==> src/rtl/lbr_map.svh <==
// constants of the lcd bias, reset and drive control block
`ifndef LBR_MAP_SVH
`define LBR_MAP_SVH
`define LBR_DUTY_QUARTER 2'h0
`define LBR_DUTY_SIXTH 2'h1
`define LBR_DUTY_FIFTH 2'h2
`define LBR_COMS_QUARTER 3'h4
`define LBR_COMS_SIXTH 3'h6
`define LBR_COMS_FIFTH 3'h5
`define LBR_SRC_EXT_PIN 2'h0
`define LBR_SRC_REF_LOW 2'h1
`define LBR_SRC_VDD_MID 2'h2
`define LBR_SRC_VDD_TOP 2'h3
`define LBR_RES_1170K 3'h0
`define LBR_RES_225K 3'h1
`define LBR_RES_45K 3'h2
`define LBR_RES_QC_1170K 3'h3
`define LBR_LVL_GND 2'h0
`define LBR_LVL_C 2'h1
`define LBR_LVL_B 2'h2
`define LBR_LVL_A 2'h3
`define LBR_LCD_CLK_DIV 4'h8
`define LBR_RST_CTRL 10'h000
`endif

==> src/rtl/lbr_pkg.sv <==
// types of the lcd bias, reset and drive control block
`default_nettype none
package lbr_pkg;
	typedef struct packed {
		logic wave_type_b;
		logic [1:0] duty_sel;
		logic [2:0] pump_clk_div;
	} lbr_frame_cfg_t;
	typedef struct packed {
		logic ladder_on;
		logic pump_on;
		logic [2:0] resistor;
		logic [1:0] pump_source_sel;
	} lbr_bias_t;
	typedef enum logic [2:0] {
		LBR_OFF = 3'h1,
		LBR_FLOAT = 3'h2,
		LBR_RUN = 3'h4
	} lbr_state_t;
endpackage
`default_nettype wire

==> src/rtl/lbr_ctrl.sv <==
// lcd bias selection, lcd reset and com/seg waveform generator
`include "lbr_map.svh"
`default_nettype none
// Function
// [RULE1] bias_kind_select picks ladder or pump bias and pump bias turns the pump on.
// [RULE2] in ladder mode the resistor output follows ladder_resistor_sel.
// [RULE3] in pump mode the supply source output follows pump_source_sel.
// [RULE4] the pump clock is the sub-clock divided as pump_clk_div selects.
// [RULE5] the lcd reset is not display_on or sleep.
// [RULE6] entering sleep or clearing display_on resets the lcd function.
// [RULE7] com and seg drive normally when running and drive low in lcd reset.
// [RULE8] com and seg float during mcu reset, except a watchdog reset in idle or sleep.
// [RULE9] every pixel sees zero mean voltage by alternating polarity each frame.
// [RULE10] a frame has one slot per common in use.
// [RULE11] type a inverts every slot pair, type b every frame, giving a lower frequency; the code inverts type a each half slot.
// [RULE12] only one third bias with four levels: ground and three bias levels.
// [RULE13] duty 00 is four, 01 six, 10 five commons, 11 is unimplemented.
// [RULE14] pump divider codes 000 to 111 give /128 /64 /32 /16 /8 /4 /2 /2.
// [RULE15] quick charge uses the lowest resistor after each com change for 1 to 8 sub-clocks.
// [RULE16] source 00 external pin, 01 reference to low, 10 supply to mid, 11 supply to top.
// [RULE17] waveform type, duty and divider take effect only at a frame boundary.
module lbr_ctrl #(
	parameter int SEGS = 30,
	parameter int COMS = 6
) (
	// clock and reset
	input wire logic sys_clk,
	input wire logic rst_b,
	// system state
	input wire logic mcu_reset,
	input wire logic wdt_reset_low_power,
	input wire logic sleep_mode,
	input wire logic sub_clk_tick,
	// control bits
	input wire logic display_on,
	input wire logic bias_kind_select,
	input wire logic wave_type_b,
	input wire logic [1:0] pump_source_sel,
	input wire logic [2:0] ladder_resistor_sel,
	input wire logic [2:0] fast_charge_time,
	input wire logic [2:0] pump_clk_div,
	input wire logic [1:0] duty_sel,
	// pixel data, one bit per segment for each common
	input wire logic [SEGS-1:0] seg_data [COMS],
	// bias control
	output logic ladder_on,
	output logic pump_on,
	output logic [2:0] resistor_sel_out,
	output logic fast_charge_active,
	output logic [1:0] supply_source,
	output logic pump_clk,
	output logic lcd_reset,
	// pads: level codes plus enables
	output logic [1:0] com_level [COMS],
	output logic [COMS-1:0] com_oe,
	output logic [1:0] seg_level [SEGS],
	output logic [SEGS-1:0] seg_oe
);
	lbr_pkg::lbr_frame_cfg_t cfg;
	lbr_pkg::lbr_state_t state;
	lbr_pkg::lbr_state_t next_state;
	logic [2:0] sub_div;
	logic lcd_tick;
	logic [2:0] slot;
	logic [2:0] slot_count;
	logic phase;
	logic frame_pol;
	logic [6:0] pump_cnt;
	logic [3:0] qc_cnt;
	logic [2:0] pump_bit;
	logic frame_end;
	logic [1:0] hi_lvl;
	logic [1:0] lo_lvl;
	logic pol;
	logic [4:0] slot_ticks;

	assign lcd_reset = ~display_on | sleep_mode; // [RULE5]

	always_comb begin
		case (cfg.duty_sel) // [RULE13]
			`LBR_DUTY_SIXTH: slot_count = `LBR_COMS_SIXTH;
			`LBR_DUTY_FIFTH: slot_count = `LBR_COMS_FIFTH;
			default: slot_count = `LBR_COMS_QUARTER;
		endcase
	end

	always_comb begin
		// mcu reset outranks the lcd reset; a low-power watchdog reset does not float
		if (mcu_reset && !wdt_reset_low_power) begin
			next_state = lbr_pkg::LBR_FLOAT; // [RULE8]
		end else if (lcd_reset) begin
			next_state = lbr_pkg::LBR_OFF; // [RULE6]
		end else begin
			next_state = lbr_pkg::LBR_RUN;
		end
	end

	always_ff @(posedge sys_clk or negedge rst_b) begin
		if (!rst_b) begin
			state <= lbr_pkg::LBR_FLOAT;
		end else begin
			state <= next_state;
		end
	end

	// lcd clock is sub-clock / 8
	always_ff @(posedge sys_clk or negedge rst_b) begin
		if (!rst_b) begin
			sub_div <= 3'h0;
		end else if (sub_clk_tick) begin
			sub_div <= sub_div + 3'h1;
		end
	end
	assign lcd_tick = sub_clk_tick && (sub_div == 3'(`LBR_LCD_CLK_DIV - 4'h1));

	// slot and phase sequencing
	assign frame_end = lcd_tick && phase && (slot == slot_count - 3'h1); // [RULE10]
	always_ff @(posedge sys_clk or negedge rst_b) begin
		if (!rst_b) begin
			slot <= 3'h0;
			phase <= 1'b0;
			frame_pol <= 1'b0;
		end else if (state != lbr_pkg::LBR_RUN) begin
			slot <= 3'h0;
			phase <= 1'b0;
		end else if (lcd_tick) begin
			phase <= ~phase;
			if (phase) begin
				slot <= frame_end ? 3'h0 : slot + 3'h1;
				if (frame_end) begin
					frame_pol <= ~frame_pol; // [RULE9]
				end
			end
		end
	end

	// sub ticks spent in the current slot, watched by a_slot_len
	always_ff @(posedge sys_clk or negedge rst_b) begin
		if (!rst_b) begin
			slot_ticks <= 5'h00;
		end else if (state != lbr_pkg::LBR_RUN || (lcd_tick && phase)) begin
			slot_ticks <= 5'h00;
		end else if (sub_clk_tick) begin
			slot_ticks <= slot_ticks + 5'h01;
		end
	end

	// settings latched at frame boundary
	// a duty code of 11 keeps the duty in use
	always_ff @(posedge sys_clk or negedge rst_b) begin
		if (!rst_b) begin
			cfg <= '0;
		end else if (frame_end || state != lbr_pkg::LBR_RUN) begin
			cfg.wave_type_b <= wave_type_b; // [RULE17]
			cfg.duty_sel <= (duty_sel == 2'h3) ? cfg.duty_sel : duty_sel; // [RULE13]
			cfg.pump_clk_div <= pump_clk_div;
		end
	end

	// bias selection
	assign pump_on = bias_kind_select & ~lcd_reset; // [RULE1]
	assign ladder_on = ~bias_kind_select & ~lcd_reset; // [RULE1]
	assign supply_source = bias_kind_select ? pump_source_sel : `LBR_SRC_EXT_PIN; // [RULE3] [RULE16]

	// pump clock divider
	// codes 110 and 111 both tap bit 0
	assign pump_bit = (cfg.pump_clk_div == 3'h7) ? 3'h0 : 3'h6 - cfg.pump_clk_div; // [RULE14]
	always_ff @(posedge sys_clk or negedge rst_b) begin
		if (!rst_b) begin
			pump_cnt <= 7'h00;
		end else if (!pump_on) begin
			pump_cnt <= 7'h00;
		end else if (sub_clk_tick) begin
			pump_cnt <= pump_cnt + 7'h01; // [RULE4]
		end
	end
	assign pump_clk = pump_on & pump_cnt[pump_bit]; // [RULE4]

	// quick charge timer, restarted at each com change
	always_ff @(posedge sys_clk or negedge rst_b) begin
		if (!rst_b) begin
			qc_cnt <= 4'h0;
		end else if (lcd_tick && phase) begin
			qc_cnt <= {1'b0, fast_charge_time} + 4'h1; // [RULE15]
		end else if (sub_clk_tick && qc_cnt != 4'h0) begin
			qc_cnt <= qc_cnt - 4'h1;
		end
	end
	assign fast_charge_active = ladder_on && ladder_resistor_sel >= `LBR_RES_QC_1170K && qc_cnt != 4'h0;
	always_comb begin
		if (ladder_resistor_sel < `LBR_RES_QC_1170K) begin
			resistor_sel_out = ladder_resistor_sel; // [RULE2]
		end else if (fast_charge_active) begin
			resistor_sel_out = `LBR_RES_45K; // [RULE15]
		end else if (ladder_resistor_sel == `LBR_RES_QC_1170K) begin
			resistor_sel_out = `LBR_RES_1170K;
		end else begin
			resistor_sel_out = `LBR_RES_225K;
		end
	end

	// polarity: type a flips each half slot, type b each frame
	assign pol = cfg.wave_type_b ? frame_pol : phase; // [RULE11]
	assign hi_lvl = pol ? `LBR_LVL_GND : `LBR_LVL_A; // [RULE12]
	assign lo_lvl = pol ? `LBR_LVL_B : `LBR_LVL_C; // [RULE12]

	// pads follow next_state so a float request is honoured on the next edge
	genvar gi;
	generate
		for (gi = 0; gi < COMS; gi++) begin : g_com
			always_ff @(posedge sys_clk or negedge rst_b) begin
				if (!rst_b) begin
					com_level[gi] <= `LBR_LVL_GND;
					com_oe[gi] <= 1'b0;
				end else begin
					com_oe[gi] <= next_state != lbr_pkg::LBR_FLOAT; // [RULE8]
					if (next_state == lbr_pkg::LBR_RUN && 3'(gi) < slot_count) begin
						com_level[gi] <= (3'(gi) == slot) ? hi_lvl : lo_lvl; // [RULE9]
					end else begin
						com_level[gi] <= `LBR_LVL_GND; // [RULE7]
					end
				end
			end
		end
		for (gi = 0; gi < SEGS; gi++) begin : g_seg
			always_ff @(posedge sys_clk or negedge rst_b) begin
				if (!rst_b) begin
					seg_level[gi] <= `LBR_LVL_GND;
					seg_oe[gi] <= 1'b0;
				end else begin
					seg_oe[gi] <= next_state != lbr_pkg::LBR_FLOAT; // [RULE8]
					if (next_state != lbr_pkg::LBR_RUN) begin
						seg_level[gi] <= `LBR_LVL_GND; // [RULE7]
					end else if (seg_data[slot][gi]) begin
						seg_level[gi] <= pol ? `LBR_LVL_A : `LBR_LVL_GND; // [RULE9]
					end else begin
						seg_level[gi] <= pol ? `LBR_LVL_C : `LBR_LVL_B;
					end
				end
			end
		end
	endgenerate

	a_reset_or: assert property (@(posedge sys_clk) disable iff (!rst_b) // [RULE5]
		lcd_reset == (!display_on || sleep_mode)) else $error("lcd reset wrong");
	a_float_mcu: assert property (@(posedge sys_clk) disable iff (!rst_b) // [RULE8]
		(mcu_reset && !wdt_reset_low_power) |=> !com_oe[0] && !seg_oe[0]) else $error("pads not floating");
	a_low_off: assert property (@(posedge sys_clk) disable iff (!rst_b) // [RULE7]
		(!mcu_reset && lcd_reset) |=> com_oe[0] && com_level[0] == `LBR_LVL_GND) else $error("com not low");
	a_pump_sel: assert property (@(posedge sys_clk) disable iff (!rst_b) // [RULE1]
		pump_on |-> bias_kind_select && !ladder_on) else $error("bias kind wrong");
	a_src_follow: assert property (@(posedge sys_clk) disable iff (!rst_b) // [RULE3]
		bias_kind_select |-> supply_source == pump_source_sel) else $error("source wrong");
	a_res_plain: assert property (@(posedge sys_clk) disable iff (!rst_b) // [RULE2]
		ladder_resistor_sel < 3'h3 |-> resistor_sel_out == ladder_resistor_sel) else $error("resistor wrong");
	a_cfg_hold: assert property (@(posedge sys_clk) disable iff (!rst_b) // [RULE17]
		(state == lbr_pkg::LBR_RUN && !frame_end) |=> $stable(cfg)) else $error("cfg changed mid frame");
	a_slot_range: assert property (@(posedge sys_clk) disable iff (!rst_b) // [RULE10]
		slot < 3'h6) else $error("slot out of range");
	a_duty_code: assert property (@(posedge sys_clk) disable iff (!rst_b) // [RULE13]
		cfg.duty_sel != 2'h3) else $error("unimplemented duty latched");
	a_pol_frame: assert property (@(posedge sys_clk) disable iff (!rst_b) // [RULE9]
		frame_end && state == lbr_pkg::LBR_RUN |=> frame_pol != $past(frame_pol)) else $error("no flip");

	a_reset_stops: assert property (@(posedge sys_clk) disable iff (!rst_b) // [RULE6]
		lcd_reset |=> state != lbr_pkg::LBR_RUN) else $error("lcd reset ignored");
	a_reset_clear: assert property (@(posedge sys_clk) disable iff (!rst_b) // [RULE6]
		lcd_reset |-> ##2 (slot == 3'h0 && !phase)) else $error("sequencer not cleared");
	a_run_drive: assert property (@(posedge sys_clk) disable iff (!rst_b) // [RULE7]
		(!mcu_reset && !lcd_reset) |=> com_oe[0] && seg_oe[0]) else $error("pads not driven");
	a_seg_low: assert property (@(posedge sys_clk) disable iff (!rst_b) // [RULE7]
		(!mcu_reset && lcd_reset) |=> seg_oe[0] && seg_level[0] == `LBR_LVL_GND) else $error("seg not low");
	a_float_all: assert property (@(posedge sys_clk) disable iff (!rst_b) // [RULE8]
		(mcu_reset && !wdt_reset_low_power) |=> com_oe == '0 && seg_oe == '0) else $error("pads driven");
	a_wdt_keep: assert property (@(posedge sys_clk) disable iff (!rst_b) // [RULE8]
		(mcu_reset && wdt_reset_low_power) |=> com_oe[0] && seg_oe[0]) else $error("wdt floated pads");
	a_ladder_sel: assert property (@(posedge sys_clk) disable iff (!rst_b) // [RULE1]
		ladder_on |-> !bias_kind_select && !pump_on) else $error("ladder with pump");
	a_src_ladder: assert property (@(posedge sys_clk) disable iff (!rst_b) // [RULE16]
		!bias_kind_select |-> supply_source == `LBR_SRC_EXT_PIN) else $error("source not idle");
	a_qc_low: assert property (@(posedge sys_clk) disable iff (!rst_b) // [RULE15]
		fast_charge_active |-> resistor_sel_out == `LBR_RES_45K) else $error("quick charge not lowest");
	a_qc_high: assert property (@(posedge sys_clk) disable iff (!rst_b) // [RULE15]
		(ladder_resistor_sel >= `LBR_RES_QC_1170K && !fast_charge_active) |-> resistor_sel_out != `LBR_RES_45K)
		else $error("no switch back");
	a_qc_span: assert property (@(posedge sys_clk) disable iff (!rst_b) // [RULE15]
		qc_cnt <= 4'h8) else $error("quick charge too long");
	a_pump_idle: assert property (@(posedge sys_clk) disable iff (!rst_b) // [RULE4]
		!pump_on |-> !pump_clk) else $error("pump clock while off");
	a_slot_limit: assert property (@(posedge sys_clk) disable iff (!rst_b) // [RULE10]
		slot < slot_count) else $error("slot past duty");
	a_phase_flip: assert property (@(posedge sys_clk) disable iff (!rst_b) // [RULE11]
		(state == lbr_pkg::LBR_RUN && lcd_tick) |=> phase != $past(phase)) else $error("phase stuck");
	a_pol_hold: assert property (@(posedge sys_clk) disable iff (!rst_b) // [RULE11]
		!frame_end |=> $stable(frame_pol)) else $error("polarity moved mid frame");
	a_slot_len: assert property (@(posedge sys_clk) disable iff (!rst_b) // [RULE10]
		slot_ticks < 5'h10) else $error("slot too long");

	c_run: cover property (@(posedge sys_clk) disable iff (!rst_b) state == lbr_pkg::LBR_RUN && frame_end);
	c_sleep: cover property (@(posedge sys_clk) disable iff (!rst_b)
		state == lbr_pkg::LBR_RUN ##1 state == lbr_pkg::LBR_OFF);
	c_qc: cover property (@(posedge sys_clk) disable iff (!rst_b) fast_charge_active ##1 !fast_charge_active);
	c_pump: cover property (@(posedge sys_clk) disable iff (!rst_b) $rose(pump_clk));
	c_type_b: cover property (@(posedge sys_clk) disable iff (!rst_b) cfg.wave_type_b && frame_end);
endmodule
`default_nettype wire

==> config.mk <==
export PLATFORM = sky130hd
export DESIGN_NAME = lbr_ctrl
export DESIGN_NICKNAME = d
export VERILOG_FILES = /design/src/rtl/lbr_pkg.sv /design/src/rtl/lbr_ctrl.sv
export VERILOG_INCLUDE_DIRS = /design/src /design/src/rtl
export SDC_FILE = /design/constraint.sdc
export NUM_CORES = 1
export LEC_CHECK = 0
export BUFFER_PORTS_ARGS = -buffer_cell sky130_fd_sc_hd__buf_2
export CORE_AREA = 2 2 123 125
export CTS_BUF_LIST = sky130_fd_sc_hd__clkbuf_4
export DETAILED_ROUTE_END_ITERATION = 10
export DIE_AREA = 0 0 125 127
export PLACE_DENSITY = 0.68
export SLEW_MARGIN = 20
export SYNTH_ARGS = -nofsm -noshare
export SYNTH_HDL_FRONTEND = slang
export SYNTH_SLANG_ARGS = --single-unit
==> constraint.sdc <==
create_clock -name sys_clk -period 4.6 [get_ports sys_clk]
set_input_delay 0.92 -clock sys_clk [delete_from_list [all_inputs] [get_ports sys_clk]]
set_output_delay 0.92 -clock sys_clk [all_outputs]
set_load 0.02 [all_outputs]
==> results.sh <==
export IMPL_status="complete, no violations"
export IMPL_area_growth_pct=25.7
export IMPL_tritoncts="done"
export IMPL_slew_headroom_pct=41.5
export IMPL_fin_area_um2=6400
export IMPL_power_per_cell_area_nw_per_um2=229
export IMPL_synth_compound_area_share_pct=8.34
export IMPL_grt_pass1_wl_mm=20.8
export IMPL_start_util_pct=35.3
export IMPL_worst_setup_path_end_kind="primary output"
export IMPL_dp_slack_ns=1.61
export IMPL_finalCritPeriodShare_pct=71.5
export IMPL_clock_fmax_ghz=0.304
export IMPL_path_cells="nand2_1 > inv_1 > ha_1 > and4b_1 > o21a_1 > a2111oi_0 > a311oi_1 > buf_2"
export IMPL_grt_busiest_layer="met2"
export IMPL_grt_util_met3_pct=2.68
export IMPL_io_buffer_count=318
export IMPL_worst_path_max_fanout=10
export IMPL_syn_area_um2=5090
export IMPL_ys_top_cells_by_area="dfrtp_1 33%, mux2i_1 12%, mux4_2 12%"
export IMPL_setup_violations_final=0
export IMPL_synth_seq_area_share_pct=34.0
export IMPL_place_gp_congestion=0.803
export IMPL_crit_arrival_ns=2.37
export IMPL_slowest_delay_ns=0.48
export IMPL_syn_nets=704
export IMPL_max_cap_violations=0
export IMPL_async_flop_share_pct=100
export IMPL_path_buf_inv=2
export IMPL_die_area_um2=15900
export IMPL_clockRootBuffer="clkbuf_4"
export IMPL_synthXorXnorAreaFrac_pct=2.21
export IMPL_grt_total_usage_pct=16.4
export IMPL_drtIter0Drc=179
export IMPL_row_count=44
export IMPL_routed_wl_mm=13.4
export IMPL_synth_top_area_share_pct=33.4
export IMPL_cts_made_buffers=9
export IMPL_drc=0
export IMPL_yosys_area_share_simple_pct=9.71
export IMPL_ant_nets=0
export IMPL_cts_resized=0
export IMPL_synth_top_family_by_area="multiplexers"
export IMPL_ir_drop_mv=0.120
export IMPL_hold_viol_final=0
export IMPL_first_global_vias=4144
export IMPL_rsz0062_at_grt="no"
export IMPL_nets=942
export IMPL_grt_max_degree=70
export IMPL_core_area_um2=14400
export IMPL_p_leak_nw=3.37
export IMPL_synthCells=488
export IMPL_required_ns=3.68
export IMPL_tns_ns=0
export IMPL_tightest_slew_ns=0.878
export IMPL_dr_total_vias=4407
export IMPL_die_h_um=127
export IMPL_synth_edf_count=0
export IMPL_syn_avg_cell_area_um2=10.4
export IMPL_hp_class="reg2reg"
export IMPL_grtUsageMet1_pct=20.8
export IMPL_grtUsageMet2_pct=29.2
export IMPL_post_dp_cell_area_um2=6250
export IMPL_post_cts_buffers=0
export IMPL_startpoint_type="flip-flop"
export IMPL_fillers=1454
export IMPL_die_w_um=125
export IMPL_seq_area_um2=1730
export IMPL_cts_path_max_buffers=2
export IMPL_layout_setup_ws_ns=1.31
export IMPL_yosys_area_top_type="dfrtp_1"
export IMPL_htreeDepth=3
export IMPL_fin_skew_ns=0.0153
export IMPL_grt_overflow=0
export IMPL_first_pass_iters=4
export IMPL_synth_flop_cell="dfrtp_1"
export IMPL_clock_sinks=69
export IMPL_ioPinCount=320
export IMPL_vias_per_cell=4.81
export IMPL_layout_drive_gt1_share_pct=52.1
export IMPL_hpwl_mm=10.5
export IMPL_synth_mux_area_share_pct=27.2
export IMPL_period_needed_ns=3.29
export IMPL_clkLatencyLatePin_ns=0.42
export IMPL_cp_slowest_cell="dfrtp_1"
export IMPL_path_class="reg2out"
export IMPL_routedWlPerCell_um=14.6
export IMPL_postCtsHoldBufs=0
export IMPL_multi_input_area_um2=2600
export IMPL_critPathTopFamily="compound AO/OA/AOI/OAI gates"
export IMPL_synth_adder_area_share_pct=3.44
export IMPL_yosys_register_bits=69
export IMPL_final_max_slew_viol_count=0
export IMPL_antenna_found_initial=1
export IMPL_clkTransAtPathRegs_ns=0.12
export IMPL_ys_types=52
export IMPL_fin_util_pct=44.4
export IMPL_ys_warn_count=0
-- registers in the layout, indices dropped and copies added, names as in the netlist --
name,count
slot,3
phase,1
pump_cnt,7
sub_div,3
frame_pol,1
cfg,6
seg_oe,1
com_level,9
state,3
qc_cnt,4
seg_level,31
-- cell type report --
| cell class | instances | area share [%] |
|---|---|---|
| multi-input cells | 306 | 40.7 |
| flip-flops and latches | 69 | 27.1 |
| repair buffers | 321 | 25.3 |
| well taps | 184 | 3.60 |
| clock buffers | 10 | 1.17 |
| inverters | 19 | 1.11 |
| clock inverters | 6 | 1.10 |
| diodes | 1 | 0.0391 |
-- through the flow --
step	hold slack, ns	std cells	total power [mW]
after floorplan	0.445	488	0.934
after global placement	0.463	899	1.07
after detailed placement	0.474	899	1.08
after CTS	0.493	915	1.49
after global routing	0.523	916	1.57
final	0.488	916	1.47
-- placed cells by master, fill, tap and decap left out, types with 14 or more instances in the layout --
cell	netlist	final
buf_2	15	317
dfrtp_1	68	67
ha_1	14	14
inv_1	17	17
mux2i_1	62	62
mux4_2	27	27
nand2_1	55	53
nor2_1	21	21
o21ai_0	17	17
o21ai_1	24	24
-- kinds of logic after synthesis --
family / Yosys count
other: 1
flip-flops: 69
adder cells (fa/ha/maj): 14
multiplexers: 99
AO/OA/AOI/OAI: 70
AND/OR/NAND/NOR: 110
XOR/XNOR: 12
buffers and inverters: 113
-- worst register-to-register path, delay by kind of cell (launching register included) --
family / cells / cell delay (ns)
simple gates: 1 / 0.09
flops: 1 / 1.01
mux: 2 / 0.68
buf+inv: 1 / 0.48
compound gates: 1 / 0.11
-- synth_stat cells (6+ instances only) --
library cell / count
buf_4: 71
dfrtp_1: 68
mux2i_1: 62
nand2_1: 55
mux4_2: 27
o21ai_1: 24
nor2_1: 21
inv_1: 17
o21ai_0: 17
buf_2: 15
ha_1: 14
a21oi_1: 12
mux2_2: 7
xor2_1: 7
nor3_1: 6
-- report_power, final --
group / internal, mW / switching (mW)
logic: 0.181 / 0.188
clock network: 0.177 / 0.229
registers: 0.655 / 0.0366
total: 1.01 / 0.454
-- per-layer routing --
metal  part of all wire, %  vias to the layer above
li1                      -                     2123
met5                     0                        -
met2                    51                      218
met1                    41                     2054
met3                   7.0                       12
met4                   1.2                        0
-- worst paths after layout --
check                                           to                   start  slack (ns)  cells past startpoint
min                         sub_div[0]$_DFFE_PN0P_  sub_div[0]$_DFFE_PN0P_        0.49                      1
max reg2reg                seg_level[43]$_DFF_PN0_     slot[0]$_DFFE_PN0P_        2.08                      5
min in group asynchronous    qc_cnt[3]$_DFFE_PN0P_                   rst_b        0.60                      1
max in group asynchronous      slot[0]$_DFFE_PN0P_                   rst_b        3.36                      1
max                                       pump_clk      cfg[0]$_DFFE_PN0P_        1.31                      8
min reg2reg                 sub_div[0]$_DFFE_PN0P_  sub_div[0]$_DFFE_PN0P_        0.49                      1
Note: power is estimated with default switching activity, not from simulation.
